## config.mk

```make
export PLATFORM = sky130hd
export DESIGN_NAME = acc_ctrl
export DESIGN_NICKNAME = d
export VERILOG_FILES = /design/src/verilog/acc_pkg.sv /design/src/verilog/acc_ctrl.sv
export SDC_FILE = /design/constraint.sdc
export NUM_CORES = 1
export LEC_CHECK = 0
export BUFFER_PORTS_ARGS = -buffer_cell sky130_fd_sc_hd__clkbuf_2
export CORE_AREA = 3 3 72 74
export DETAILED_ROUTE_END_ITERATION = 7
export DIE_AREA = 0 0 75 77
export PLACE_DENSITY = 0.68
export SYNTH_ARGS = -nofsm -noshare
export SYNTH_HDL_FRONTEND = slang
export SYNTH_SLANG_ARGS = --single-unit
```

## constraint.sdc

```tcl
create_clock -name i_core_clk -period 1.4 [get_ports i_core_clk]
set_input_delay 0.21 -clock i_core_clk [delete_from_list [all_inputs] [get_ports i_core_clk]]
set_output_delay 0.21 -clock i_core_clk [all_outputs]
set_load 0.02 [all_outputs]
```

## src/verilog/acc_pkg.sv

```systemverilog
/*
 * Package for the comparator control block: register map, field layout and
 * control encodings.
 * Assumes a single 200 MHz core clock and a plain strobe register port.
 */
package acc_pkg;

    // Register indices; the port address i_addr equals the index.
    localparam logic [7:0] ACC_CTL1_IDX = 8'h00;
    localparam logic [7:0] ACC_CTL2_IDX = 8'h01;
    localparam logic [7:0] ACC_PD_IDX = 8'h02;
    localparam logic [7:0] ACC_IRQ_IDX = 8'h03;

    // Control 1 field positions.
    localparam int ACC_C1_EXCH = 7;
    localparam int ACC_C1_RSEL = 6;
    localparam int ACC_C1_REF_LO = 4;
    localparam int ACC_C1_ON = 3;
    localparam int ACC_C1_IES = 2;
    localparam int ACC_C1_IE = 1;
    localparam int ACC_C1_IFG = 0;

    // Control 2 field positions.
    localparam int ACC_C2_SHORT = 7;
    localparam int ACC_C2_SEL4 = 6;
    localparam int ACC_C2_SEL_MID = 3;
    localparam int ACC_C2_SEL0 = 2;
    localparam int ACC_C2_FILT = 1;
    localparam int ACC_C2_RES = 0;

    // Interrupt service register: bit 0 is the global enable.
    localparam int ACC_IRQ_GIE = 0;

    // Values after reset.
    localparam logic [7:0] ACC_CTL1_RST = 8'h00;
    localparam logic [7:0] ACC_CTL2_RST = 8'h00;
    localparam logic [7:0] ACC_PD_RST = 8'h00;

    // Filter length in cycles of the digital stand-in for the output filter.
    localparam int ACC_FILT_NS = 20;
    localparam int ACC_CLK_PERIOD_NS = 5;
    localparam int ACC_FILT_CYC = (ACC_FILT_NS + ACC_CLK_PERIOD_NS - 1) / ACC_CLK_PERIOD_NS;

    typedef enum logic [1:0] {
        ACC_REF_OFF,
        ACC_REF_QUARTER,
        ACC_REF_HALF,
        ACC_REF_DIODE
    } acc_ref_t;

    // Analog switch controls, grouped as they leave the block.
    typedef struct packed {
        logic [7:0] pin_to_pos;
        logic [7:0] pin_to_neg;
        logic short_en;
        logic cmp_on;
        acc_ref_t ref_level;
        logic ref_to_pos;
        logic ref_to_neg;
    } acc_analog_t;

endpackage

```

## src/verilog/acc_ctrl.sv

```systemverilog
/*
 * Digital control around an analog comparator: registers, input routing,
 * result conditioning, interrupt flag and timer capture output.
 * Assumes the raw comparator output arrives asynchronously on i_cmp_raw and
 * that the analog switches obey the o_analog controls.
 */
// Chosen here: the address map and the plain strobed port.
`timescale 1ns/1ps

// Function
// - Result high when positive exceeds negative.
// - Result held low while comparator disabled.
// - Each terminal's pin connection software selectable.
// - Exchange swaps terminals and inverts result.
// - Short bit ties both terminals together.
// - Filter bit selects filtered or raw result.
// - Level select drives reference generator output.
// - Reference applied to selected terminal.
// - Disable bit turns off pin buffers.
// - Selected input pins have buffers disabled.
// - One flag and one interrupt vector.
// - Flag set on selected result edge.
// - Request needs local and global enable.
// - Flag cleared by service or software.
// - Edge select change may set flag.
// - Result routed to timer capture input.
// - Edge select zero rising, one falling.
// - Level codes: off, quarter, half, diode.
module acc_ctrl import acc_pkg::*; #(
    parameter int FILT_CYC = ACC_FILT_CYC
) (
    // Clock and reset
    input wire logic i_core_clk,
    input wire logic i_rst,
    // Register port
    input wire logic [7:0] i_addr,
    input wire logic [7:0] i_wdata,
    input wire logic i_wr,
    input wire logic i_rd,
    output logic [7:0] o_rdata,
    // Comparator and pins
    input wire logic i_cmp_raw,
    output acc_analog_t o_analog,
    output logic [7:0] o_pin_buf_off,
    // Interrupt controller and timer
    input wire logic i_irq_ack,
    output logic o_irq_req,
    output logic o_timer_capture_input
);

    logic [7:0] ctl1_r, ctl1_nxt;
    logic [7:0] ctl2_r, ctl2_nxt;
    logic [7:0] pd_r, pd_nxt;
    logic gie_r, gie_nxt;
    logic flag_r, flag_nxt;
    logic [7:0] rdata_r, rdata_nxt;
    logic sync1_r, sync2_r, sync1_nxt, sync2_nxt;
    logic res_r, res_nxt;
    logic filt_r, filt_nxt;
    logic filt_prev_r;
    logic [7:0] fcnt_r, fcnt_nxt;
    logic comparator_result;
    logic pos_sel, res_edge, ies_change, new_ies;
    logic [1:0] sel_pos;
    logic [2:0] sel_neg;
    logic [7:0] pos_pins, neg_pins;

    wire logic input_exchange = ctl1_r[ACC_C1_EXCH];
    wire logic comparator_enable = ctl1_r[ACC_C1_ON];
    wire logic irq_edge_select = ctl1_r[ACC_C1_IES];
    wire logic cmp_irq_enable = ctl1_r[ACC_C1_IE];
    wire logic output_filter_enable = ctl2_r[ACC_C2_FILT];

    // Terminal input decode: the two-bit group feeds one terminal, the three-bit group the other.
    always_comb begin
        sel_pos = {ctl2_r[ACC_C2_SEL4], ctl2_r[ACC_C2_SEL0]};
        sel_neg = ctl2_r[ACC_C2_SEL_MID +: 3];
        pos_pins = 8'h00;
        neg_pins = 8'h00;
        if (sel_pos != 2'h0) begin
            pos_pins[sel_pos - 2'h1] = 1'b1;
        end
        if (sel_neg != 3'h0) begin
            neg_pins[sel_neg] = 1'b1;
        end
    end

    always_comb begin
        o_analog.pin_to_pos = input_exchange ? neg_pins : pos_pins;
        o_analog.pin_to_neg = input_exchange ? pos_pins : neg_pins;
        o_analog.short_en = ctl2_r[ACC_C2_SHORT];
        o_analog.cmp_on = comparator_enable;
        o_analog.ref_level = acc_ref_t'(ctl1_r[ACC_C1_REF_LO +: 2]);
        pos_sel = ctl1_r[ACC_C1_RSEL] ~^ input_exchange;
        o_analog.ref_to_pos = pos_sel && (o_analog.ref_level != ACC_REF_OFF);
        o_analog.ref_to_neg = !pos_sel && (o_analog.ref_level != ACC_REF_OFF);
        // Selected pins lose their buffers even without their disable bit.
        o_pin_buf_off = pd_r | pos_pins | neg_pins;
    end

    // Result path: synchronise, invert on exchange, gate by enable, optional filter.
    always_comb begin
        sync1_nxt = i_cmp_raw;
        sync2_nxt = sync1_r;
        res_nxt = comparator_enable && (sync2_r ^ input_exchange);
        filt_nxt = filt_r;
        fcnt_nxt = 8'h00;
        // While enabled, the filter only lets a level through after it has stood FILT_CYC cycles; disable forces it low at once.
        if (res_r != filt_r) begin
            fcnt_nxt = fcnt_r + 8'h01;
            if (fcnt_r >= 8'(FILT_CYC - 1)) begin
                filt_nxt = res_r;
                fcnt_nxt = 8'h00;
            end
        end
        if (!comparator_enable) begin
            filt_nxt = 1'b0;
        end
    end

    assign comparator_result = output_filter_enable ? filt_r : res_r;
    assign o_timer_capture_input = comparator_result;

    // Register writes and the interrupt flag.
    always_comb begin
        ctl1_nxt = ctl1_r;
        ctl2_nxt = ctl2_r;
        pd_nxt = pd_r;
        gie_nxt = gie_r;
        flag_nxt = flag_r;
        rdata_nxt = 8'h00;
        new_ies = irq_edge_select;
        if (i_wr) begin
            case (i_addr)
                ACC_CTL1_IDX: begin
                    ctl1_nxt = {i_wdata[7:1], 1'b0};
                    new_ies = i_wdata[ACC_C1_IES];
                    flag_nxt = i_wdata[ACC_C1_IFG];
                end
                ACC_CTL2_IDX: ctl2_nxt = {i_wdata[7:1], ctl2_r[ACC_C2_RES]};
                ACC_PD_IDX: pd_nxt = i_wdata;
                ACC_IRQ_IDX: gie_nxt = i_wdata[ACC_IRQ_GIE];
                default: ;
            endcase
        end
        if (i_irq_ack) begin
            flag_nxt = 1'b0;
        end
        // Edge is taken from the previous result against the current one.
        res_edge = irq_edge_select ? (filt_prev_r && !comparator_result)
                                   : (!filt_prev_r && comparator_result);
        ies_change = (new_ies != irq_edge_select) && (comparator_result != new_ies);
        // A hardware set wins over any clear in the same cycle.
        if (res_edge || ies_change) begin
            flag_nxt = 1'b1;
        end
        ctl2_nxt[ACC_C2_RES] = comparator_result;
        if (i_rd) begin
            case (i_addr)
                ACC_CTL1_IDX: rdata_nxt = {ctl1_r[7:1], flag_r};
                ACC_CTL2_IDX: rdata_nxt = {ctl2_r[7:1], comparator_result};
                ACC_PD_IDX: rdata_nxt = pd_r;
                ACC_IRQ_IDX: rdata_nxt = {7'h00, gie_r};
                default: rdata_nxt = 8'h00;
            endcase
        end
    end

    always_ff @(posedge i_core_clk) begin
        if (i_rst) begin
            ctl1_r <= ACC_CTL1_RST;
            ctl2_r <= ACC_CTL2_RST;
            pd_r <= ACC_PD_RST;
            gie_r <= 1'b0;
            flag_r <= 1'b0;
            rdata_r <= 8'h00;
            sync1_r <= 1'b0;
            sync2_r <= 1'b0;
            res_r <= 1'b0;
            filt_r <= 1'b0;
            fcnt_r <= 8'h00;
            filt_prev_r <= 1'b0;
        end else begin
            ctl1_r <= ctl1_nxt;
            ctl2_r <= ctl2_nxt;
            pd_r <= pd_nxt;
            gie_r <= gie_nxt;
            flag_r <= flag_nxt;
            rdata_r <= rdata_nxt;
            sync1_r <= sync1_nxt;
            sync2_r <= sync2_nxt;
            res_r <= res_nxt;
            filt_r <= filt_nxt;
            fcnt_r <= fcnt_nxt;
            filt_prev_r <= comparator_result;
        end
    end

    // The single request line is the one vector of this block.
    assign o_irq_req = flag_r && cmp_irq_enable && gie_r;
    assign o_rdata = rdata_r;

    result_off_a: assert property (@(posedge i_core_clk) disable iff (i_rst)
        !comparator_enable |=> !res_r)
        else $error("result not low while comparator off");

    result_path_a: assert property (@(posedge i_core_clk) disable iff (i_rst)
        comparator_enable |=> res_r == ($past(sync2_r) ^ $past(input_exchange)))
        else $error("result does not follow exchanged input");

    sync_delay_a: assert property (@(posedge i_core_clk) disable iff (i_rst)
        ##2 sync2_r == $past(i_cmp_raw, 2))
        else $error("synchroniser delay is not two cycles");

    rise_sets_a: assert property (@(posedge i_core_clk) disable iff (i_rst)
        (!irq_edge_select && !filt_prev_r && comparator_result) |=> flag_r)
        else $error("rising edge did not set flag");

    fall_sets_a: assert property (@(posedge i_core_clk) disable iff (i_rst)
        (irq_edge_select && filt_prev_r && !comparator_result) |=> flag_r)
        else $error("falling edge did not set flag");

    irq_gate_a: assert property (@(posedge i_core_clk) disable iff (i_rst)
        (i_wr && (i_addr == ACC_IRQ_IDX) && !i_wdata[ACC_IRQ_GIE]) |=> !o_irq_req)
        else $error("request while global enable off");

    ack_clear_a: assert property (@(posedge i_core_clk) disable iff (i_rst)
        (i_irq_ack && !res_edge && !ies_change) |=> !flag_r)
        else $error("service did not clear flag");

    buf_off_a: assert property (@(posedge i_core_clk) disable iff (i_rst)
        (ctl2_r[ACC_C2_SEL_MID +: 3] == 3'h0) || o_pin_buf_off[ctl2_r[ACC_C2_SEL_MID +: 3]])
        else $error("selected pin buffer left on");

    capture_a: assert property (@(posedge i_core_clk) disable iff (i_rst)
        (comparator_enable && !output_filter_enable) |=> (output_filter_enable ||
            (o_timer_capture_input == ($past(sync2_r) ^ $past(input_exchange)))))
        else $error("timer capture input not the result");

    // The capture line is checked on its own, since the timer sees it even with reads idle.
    capture_off_a: assert property (@(posedge i_core_clk) disable iff (i_rst)
        !comparator_enable |=> !o_timer_capture_input)
        else $error("capture input high while comparator off");

    route_neg_a: assert property (@(posedge i_core_clk) disable iff (i_rst)
        (!input_exchange && (ctl2_r[ACC_C2_SEL_MID +: 3] != 3'h0))
            |-> o_analog.pin_to_neg[ctl2_r[ACC_C2_SEL_MID +: 3]])
        else $error("negative terminal pin not connected");

    route_swap_a: assert property (@(posedge i_core_clk) disable iff (i_rst)
        (input_exchange && (ctl2_r[ACC_C2_SEL_MID +: 3] != 3'h0))
            |-> o_analog.pin_to_pos[ctl2_r[ACC_C2_SEL_MID +: 3]])
        else $error("exchange did not swap terminal pins");

    neg_onehot_a: assert property (@(posedge i_core_clk) disable iff (i_rst)
        $countones(o_analog.pin_to_neg) <= 1)
        else $error("more than one pin on negative terminal");

    pos_onehot_a: assert property (@(posedge i_core_clk) disable iff (i_rst)
        $countones(o_analog.pin_to_pos) <= 1)
        else $error("more than one pin on positive terminal");

    short_follow_a: assert property (@(posedge i_core_clk) disable iff (i_rst)
        (i_wr && (i_addr == ACC_CTL2_IDX)) |=> (o_analog.short_en == $past(i_wdata[ACC_C2_SHORT])))
        else $error("short switch does not follow its bit");

    filter_hold_a: assert property (@(posedge i_core_clk) disable iff (i_rst)
        (comparator_enable && (res_r == filt_r)) |=> $stable(filt_r))
        else $error("filtered result moved without a change");

    ref_level_a: assert property (@(posedge i_core_clk) disable iff (i_rst)
        (i_wr && (i_addr == ACC_CTL1_IDX))
            |=> (o_analog.ref_level == acc_ref_t'($past(i_wdata[ACC_C1_REF_LO +: 2]))))
        else $error("reference level does not follow its field");

    ref_off_a: assert property (@(posedge i_core_clk) disable iff (i_rst)
        (o_analog.ref_level == ACC_REF_OFF) |-> !(o_analog.ref_to_pos || o_analog.ref_to_neg))
        else $error("reference applied while off");

    ref_term_a: assert property (@(posedge i_core_clk) disable iff (i_rst)
        (o_analog.ref_level != ACC_REF_OFF) |-> (o_analog.ref_to_pos != o_analog.ref_to_neg))
        else $error("reference not on exactly one terminal");

    pd_bufs_a: assert property (@(posedge i_core_clk) disable iff (i_rst)
        (i_wr && (i_addr == ACC_PD_IDX)) |=> ((o_pin_buf_off & $past(i_wdata)) == $past(i_wdata)))
        else $error("disabled pin buffer left on");

    sw_clear_a: assert property (@(posedge i_core_clk) disable iff (i_rst)
        (i_wr && (i_addr == ACC_CTL1_IDX) && !i_wdata[ACC_C1_IFG] && !res_edge && !ies_change)
            |=> !flag_r)
        else $error("software did not clear flag");

    ies_set_a: assert property (@(posedge i_core_clk) disable iff (i_rst)
        (i_wr && (i_addr == ACC_CTL1_IDX) && i_wdata[ACC_C1_IES] && !irq_edge_select
            && !comparator_result) |=> flag_r)
        else $error("edge select change did not set flag");

    irq_local_a: assert property (@(posedge i_core_clk) disable iff (i_rst)
        (i_wr && (i_addr == ACC_CTL1_IDX) && !i_wdata[ACC_C1_IE]) |=> !o_irq_req)
        else $error("request while local enable off");

    flag_quiet_a: assert property (@(posedge i_core_clk) disable iff (i_rst)
        (!flag_r && !i_wr && (comparator_result == filt_prev_r)) |=> !flag_r)
        else $error("flag set without an edge");

endmodule // acc_ctrl

```

# Yosys cells after proc, flatten, opt, wreduce, memory -nomap -nowiden
# Index checks and enable logic that the tools add are counted.
# totals
output_inout_bits	40
word_cells	78
in_bits	22
ff_bits	45
# op_classes
mux	17
add_sub_neg	2
n_reduce_logical	29
n_bitwise	7
n_lt_le_gt_ge	5
eq_ne	6
# ops
cell	count
$pmux W8 S4	1
$mux W8	3
$eq A8 B2 Y1 const B	2
$reduce_and A2 Y1	6
$logic_and A1 B1 Y1	10
$mux W1	10
$reduce_bool A3 Y1	3
$add A8 B1 Y8 const B	1
$eq A8 B1 Y1 const B	1
$ge A8 B2 Y1 const B	1
$logic_not A8 Y1	1
$or A8 B4 Y8	1
$or A8 B8 Y8	1
$lt A2 B4 Y1 const B	1
$lt A3 B4 Y1 const B	1
$mux W4	1
$reduce_bool A2 Y1	2
$reduce_or A2 Y1	2
$demux W1 S3	1
$ge A3 B1 Y1 const B	1
$logic_not A1 Y1	3
$ne A1 B1 Y1	3
$not A1 Y1	3
$reduce_or A3 Y1	1
other kinds (6)	6

# Longest topological paths before layout
# depth
ltp_word	8
depth_mapped	5
mapped_depth_nobuf	5

# Worst setup path before layout
# No wires, ideal clock.
# synth_timing
path_kind	register -> output
from	reg ctl2_r[3]
to	out o_pin_buf_off[2]
slack_ns	-0.090
path_stages_with_launch	5
arrival_ns	1.280
t_required_ns	1.190
path_buffers	1
path_cell_list	dfxtp_1 clkbuf_1 nand2b_1 nor2_1 or3b_2
# synth_via
elab_chain_cells	6
word_cells_on_any_way	8
cone_classes	order compare (2); mux (3); bitwise (1); reduce/logical (2)
# synth_lines
item	line_no	source
from (decl)	acc_ctrl.sv:52	logic [7:0] ctl2_r, ctl2_nxt;
from (signal assigned)	acc_ctrl.sv:185	ctl2_r <= ctl2_nxt;
$lt A3 B4 Y1 (not written as such) / $ge A3 B1 Y1 (equally long branches)	acc_ctrl.sv:84	neg_pins[sel_neg] = 1'b1;
$logic_and A1 B1 Y1 (not written as such)	acc_ctrl.sv:84	
$mux W1 (not written as such)	acc_ctrl.sv:84	
$demux W1 S3	acc_ctrl.sv:84	
$mux W8 *	acc_ctrl.sv:83	if (sel_neg != 3'h0) begin
$or A8 B8 Y8 *	acc_ctrl.sv:98	o_pin_buf_off = pd_r | pos_pins | neg_pins;
to (decl)	acc_ctrl.sv:44	output logic [7:0] o_pin_buf_off,
# Every way passes the cells marked *; elsewhere a longest branch is shown, timed or not.

# Final worst setup path
# layout_timing
from	reg ctl2_r[4]
to	out o_pin_buf_off[1]
# Same word-level chain as after synthesis.

==> impl.org <==
** Outcome
- Result of the run :: complete, but fails checks
- The checks that failed: setup timing.

** Min path
- Worst Hold Endpoint :: sync1_r$_SDFF_PP0_
- The worst hold path begins at i_cmp_raw.
- Worst hold path type :: primary input to register
- Hold path depth :: 2

** Setup path
- The endpoint identified for the worst register-to-register timing path is o_rdata[0]$_SDFF_PP0_.
- STA classifies the critical path endpoint as a primary output.
- Among all stages on the critical path, the largest delay is contributed by sky130_fd_sc_hd__dfxtp_4.
- On the worst path, the slowest cell contributes a delay of 0.41 ns.
- For the worst setup path, the data arrival time is 1.36 ns.
- The startpoint identified for the worst register-to-register timing path is ctl2_r[1]$_SDFFE_PP0P_.
- Traced cell by cell, the critical path runs through inv_4 > nand2_4 > nor2_2 > or3_4 > buf_8.
- R2R cell count :: 4
- Critical Path Source Type :: register
- At the worst endpoint, the required time is 1.19 ns.
- Of all nets on the critical path, the largest fanout is 4.
- Reg-to-reg setup timing slack :: 0.02 ns
- Worst setup path category :: register to primary output

** Logic synthesis
- Mean area per synthesized cell :: 9.11 sq um
- After synthesis, flip-flops and latches occupy 44.6% of the total area.
- Summed over all instances, the cell type with the most area after synthesis is sky130_fd_sc_hd__dfxtp_1.
- Number of unique standard cell types used by synthesis :: 40
- Cell with the most instances after synthesis :: sky130_fd_sc_hd__nor2_1
- The synthesized netlist occupies a cell area of 0.00202 sq mm.
- For this run, the number of Yosys warnings is 0.
- Post-synthesis cell count :: 222
- Most common library cells after synthesis :: sky130_fd_sc_hd__nor2_1, sky130_fd_sc_hd__dfxtp_1, sky130_fd_sc_hd__mux2i_1
- Asr flop ratio synth :: 0%
- By area the synthesized netlist is led by sky130_fd_sc_hd__dfxtp_1, sky130_fd_sc_hd__mux2i_1, sky130_fd_sc_hd__nor2_1.
- Share of the synthesized area in the top cell type :: 44.6%
- In this run, synthesis inferred 0 flip-flops with an integrated enable.
- Counting flops and latches in the post-synthesis netlist gives 45.
- For this run, the leading register cell type out of synthesis is sky130_fd_sc_hd__dfxtp_1.

** Clock tree
- CTS H-tree depth :: 2
- Clock-pin slew was measured on the worst setup and hold paths at 0.09 ns.
- Clock latency reported for the late side of the worst-skew pair :: 0.31 ns
- Clock root buffer :: sky130_fd_sc_hd__clkbuf_8
- CTS tree :: done
- Clock tree synthesis found a total of 45 sinks.
- Maximum clock path buffer count :: 2
- CTS buffer count :: 5

** Die
- Die X :: 75 um
- The floorplan has 25 rows.
- Die area :: 0.00578 sq mm
- Measured along the y axis, the die boundary spans 77 um.
- The region available for standard cell placement spans 0.00466 sq mm.
- During I/O placement, the number of pins put on the boundary was 62.
- The initial utilization of the core area, before any placement, comes to 43.4%.

** GRT
- Antenna violations before repair :: 0
- First-pass GRT wire length :: 8.33 mm
- Combined global-route utilization of all metal layers :: 18.7%
- The number of global-route vias before repair was 1731.
- For this run the aggregate overflow at the end of global routing stands at 0.
- Pin count of the biggest net entering global routing :: 31

** Timing
- Setup violations remaining at the end of the flow were counted as 23.
- The hold violation total from the final report was 0.
- Clk_skew :: 0.00734 ns
- Post-route worst setup slack :: -0.174 ns
- Across all hold checks on the routed design, the worst slack comes to 0.105 ns.
- Counting I/O delays and the setup requirement, the final critical path takes 1.57 ns.
- After routing, the total negative slack on setup checks comes to -2.30 ns.
- Setup repair after global routing missed its margin :: yes
- F_max :: 0.635 GHz
- The number of slew-limit violations in the final report was 0.
- The worst path uses 112% of the clock period.

** Finish
- Final #Nets :: 339
- Cells with a size suffix above 1 make up 47.0% of the layout.
- The finished layout holds 371 standard cells, fillers aside.
- Compared with the post-synthesis result, the final layout area differs by 52.5%.
- 0 antenna diodes ended up in the layout.

** Power
- Power density cells :: 844 mW/mm^2
- Cell leakage power :: 1.49 nW
- Largest vdd supply drop :: 0.717 mV
- Post-route total power :: 2.60 mW

** Placed design
- Routability-driven placement finished with a final weighted congestion of 0.812.
- Placed cells :: 352
- Port buffering added 61 buffers.
- Once detailed placement completed, the half-perimeter wirelength came to 3.66 mm.

** Route
- WL final :: 5.86 mm
- The detailed router finished its first iteration with 137 violations.
- Routed len/inst :: 15.8 um
- Number of detailed-route iterations in the first pass :: 4
- Remaining number of nets flagged by the antenna check after routing :: 0
- After detailed routing, the number of remaining DRC violations is 0.
- Summing over every cut layer, the via total after detailed routing is 1949.
- Post-detailed-route via-to-cell ratio :: 5.25

** Flow run
- Max-cap violations in this run came to 0.
layout make-up:
cell class,instances,area (sq um)
timing repair buffer,97,746
tap,54,67.6
fill,347,1580
sequential,45,920
inverter,5,23.8
clock buffer,5,68.8
clock inverter,3,68.8
multi-input combinational,162,1190
metal layers:
layer	track usage (%)	vias up	wire [um]
met1	24.6	925	2400
met2	29.2	70	2930
li1	-	938	-
met3	3.93	16	332
met5	0	-	0
met4	8.01	0	203
registers in the layout (all words and copies together), names as in the netlist, 7 cells and up:
signal and cells:
ctl2_r 7, fcnt_r 8, pd_r 8, ctl1_r 7, o_rdata 8
logic make-up (layout without fill, tap and decap cells):
family / count (synthesis) / in the layout / synth area share [%]
AO/OA/AOI/OAI: 23 / 23 / 7.30
XOR/XNOR: 3 / 3 / 1.30
adder cells (fa/ha/maj): 1 / 1 / 0.619
buffers and inverters: 20 / 110 / 4.95
flip-flops: 45 / 45 / 44.6
multiplexers: 34 / 34 / 17.6
other: 1 / 6 / 0.185
AND/OR/NAND/NOR: 95 / 95 / 23.5
worst max-delay path: cells and delay by family, from the launching register on:
family,cells,cell delay [ns]
DFF,1,0.41
and+or+nand+nor,3,0.46
buffers and inverters,2,0.19
stage by stage:
| stage | cell area (sq um) | util [%] | setup WS [ns] |
|---|---|---|---|
| 2_1_floorplan | 2050 | - | -0.0403 |
| 3_3_place_gp | 2540 | 54.4 | -0.0648 |
| 3_5_place_dp | 2540 | 54.4 | -0.0937 |
| 4_1_cts | 2900 | 62.2 | -0.195 |
| 5_1_grt | 3080 | 66.1 | -0.220 |
| 6_report | 3080 | 66.1 | -0.174 |
power breakdown:
| part | switching, mW | internal, mW |
|---|---|---|
| Combinational | 0.0721 | 0.0566 |
| Clock | 0.468 | 0.718 |
| Sequential | 0.00488 | 1.28 |
| Total | 0.545 | 2.06 |
layout by cell type, fill, tap and decap left out, drive strengths merged, types with 2 or more instances in the layout:
master | Yosys | routed
a31o | 5 | 5
nand2b | 4 | 4
nor2b | 6 | 6
mux2 | 2 | 2
mux2i | 31 | 31
buf | 9 | 55
nor2 | 52 | 52
xnor2 | 2 | 2
nor4 | 3 | 3
bufinv | 0 | 2
conb | 1 | 6
dfxtp | 45 | 45
nand4 | 2 | 2
nand3 | 3 | 3
nor4b | 2 | 2
a21oi | 10 | 10
nand2 | 10 | 10
clkbuf | 6 | 47
nor3 | 6 | 6
inv | 5 | 6
o21ai | 3 | 3
worst max-delay path by stage:
stage	startpoint	to	slack [ns]	depth (start not counted)
3_3_place_gp	i_addr[5]	ctl2_r[1]$_SDFFE_PP0P_	-0.06	6
2_1_floorplan	ctl1_r[7]$_SDFFE_PP0P_	o_analog[18]	-0.04	3
3_5_place_dp	i_addr[5]	ctl2_r[6]$_SDFFE_PP0P_	-0.09	6
6_report	ctl2_r[4]$_SDFFE_PP0P_	o_pin_buf_off[1]	-0.17	5
5_1_grt	ctl2_r[3]$_SDFFE_PP0P_	o_analog[9]	-0.22	5
4_1_cts	ctl2_r[4]$_SDFFE_PP0P_	o_pin_buf_off[1]	-0.20	5
timing repair:
| item | 4_1_cts | 5_1_grt |
|---|---|---|
| gates cloned | 0 | 0 |
| setup buffers | 7 | 4 |
| hold buffers | 0 | 0 |
| gates resized for setup | 53 | 56 |
| endpoints found under the setup margin | 25 | 30 |
| pin swaps | 2 | 6 |
Power figures use the tool's default switching activity.
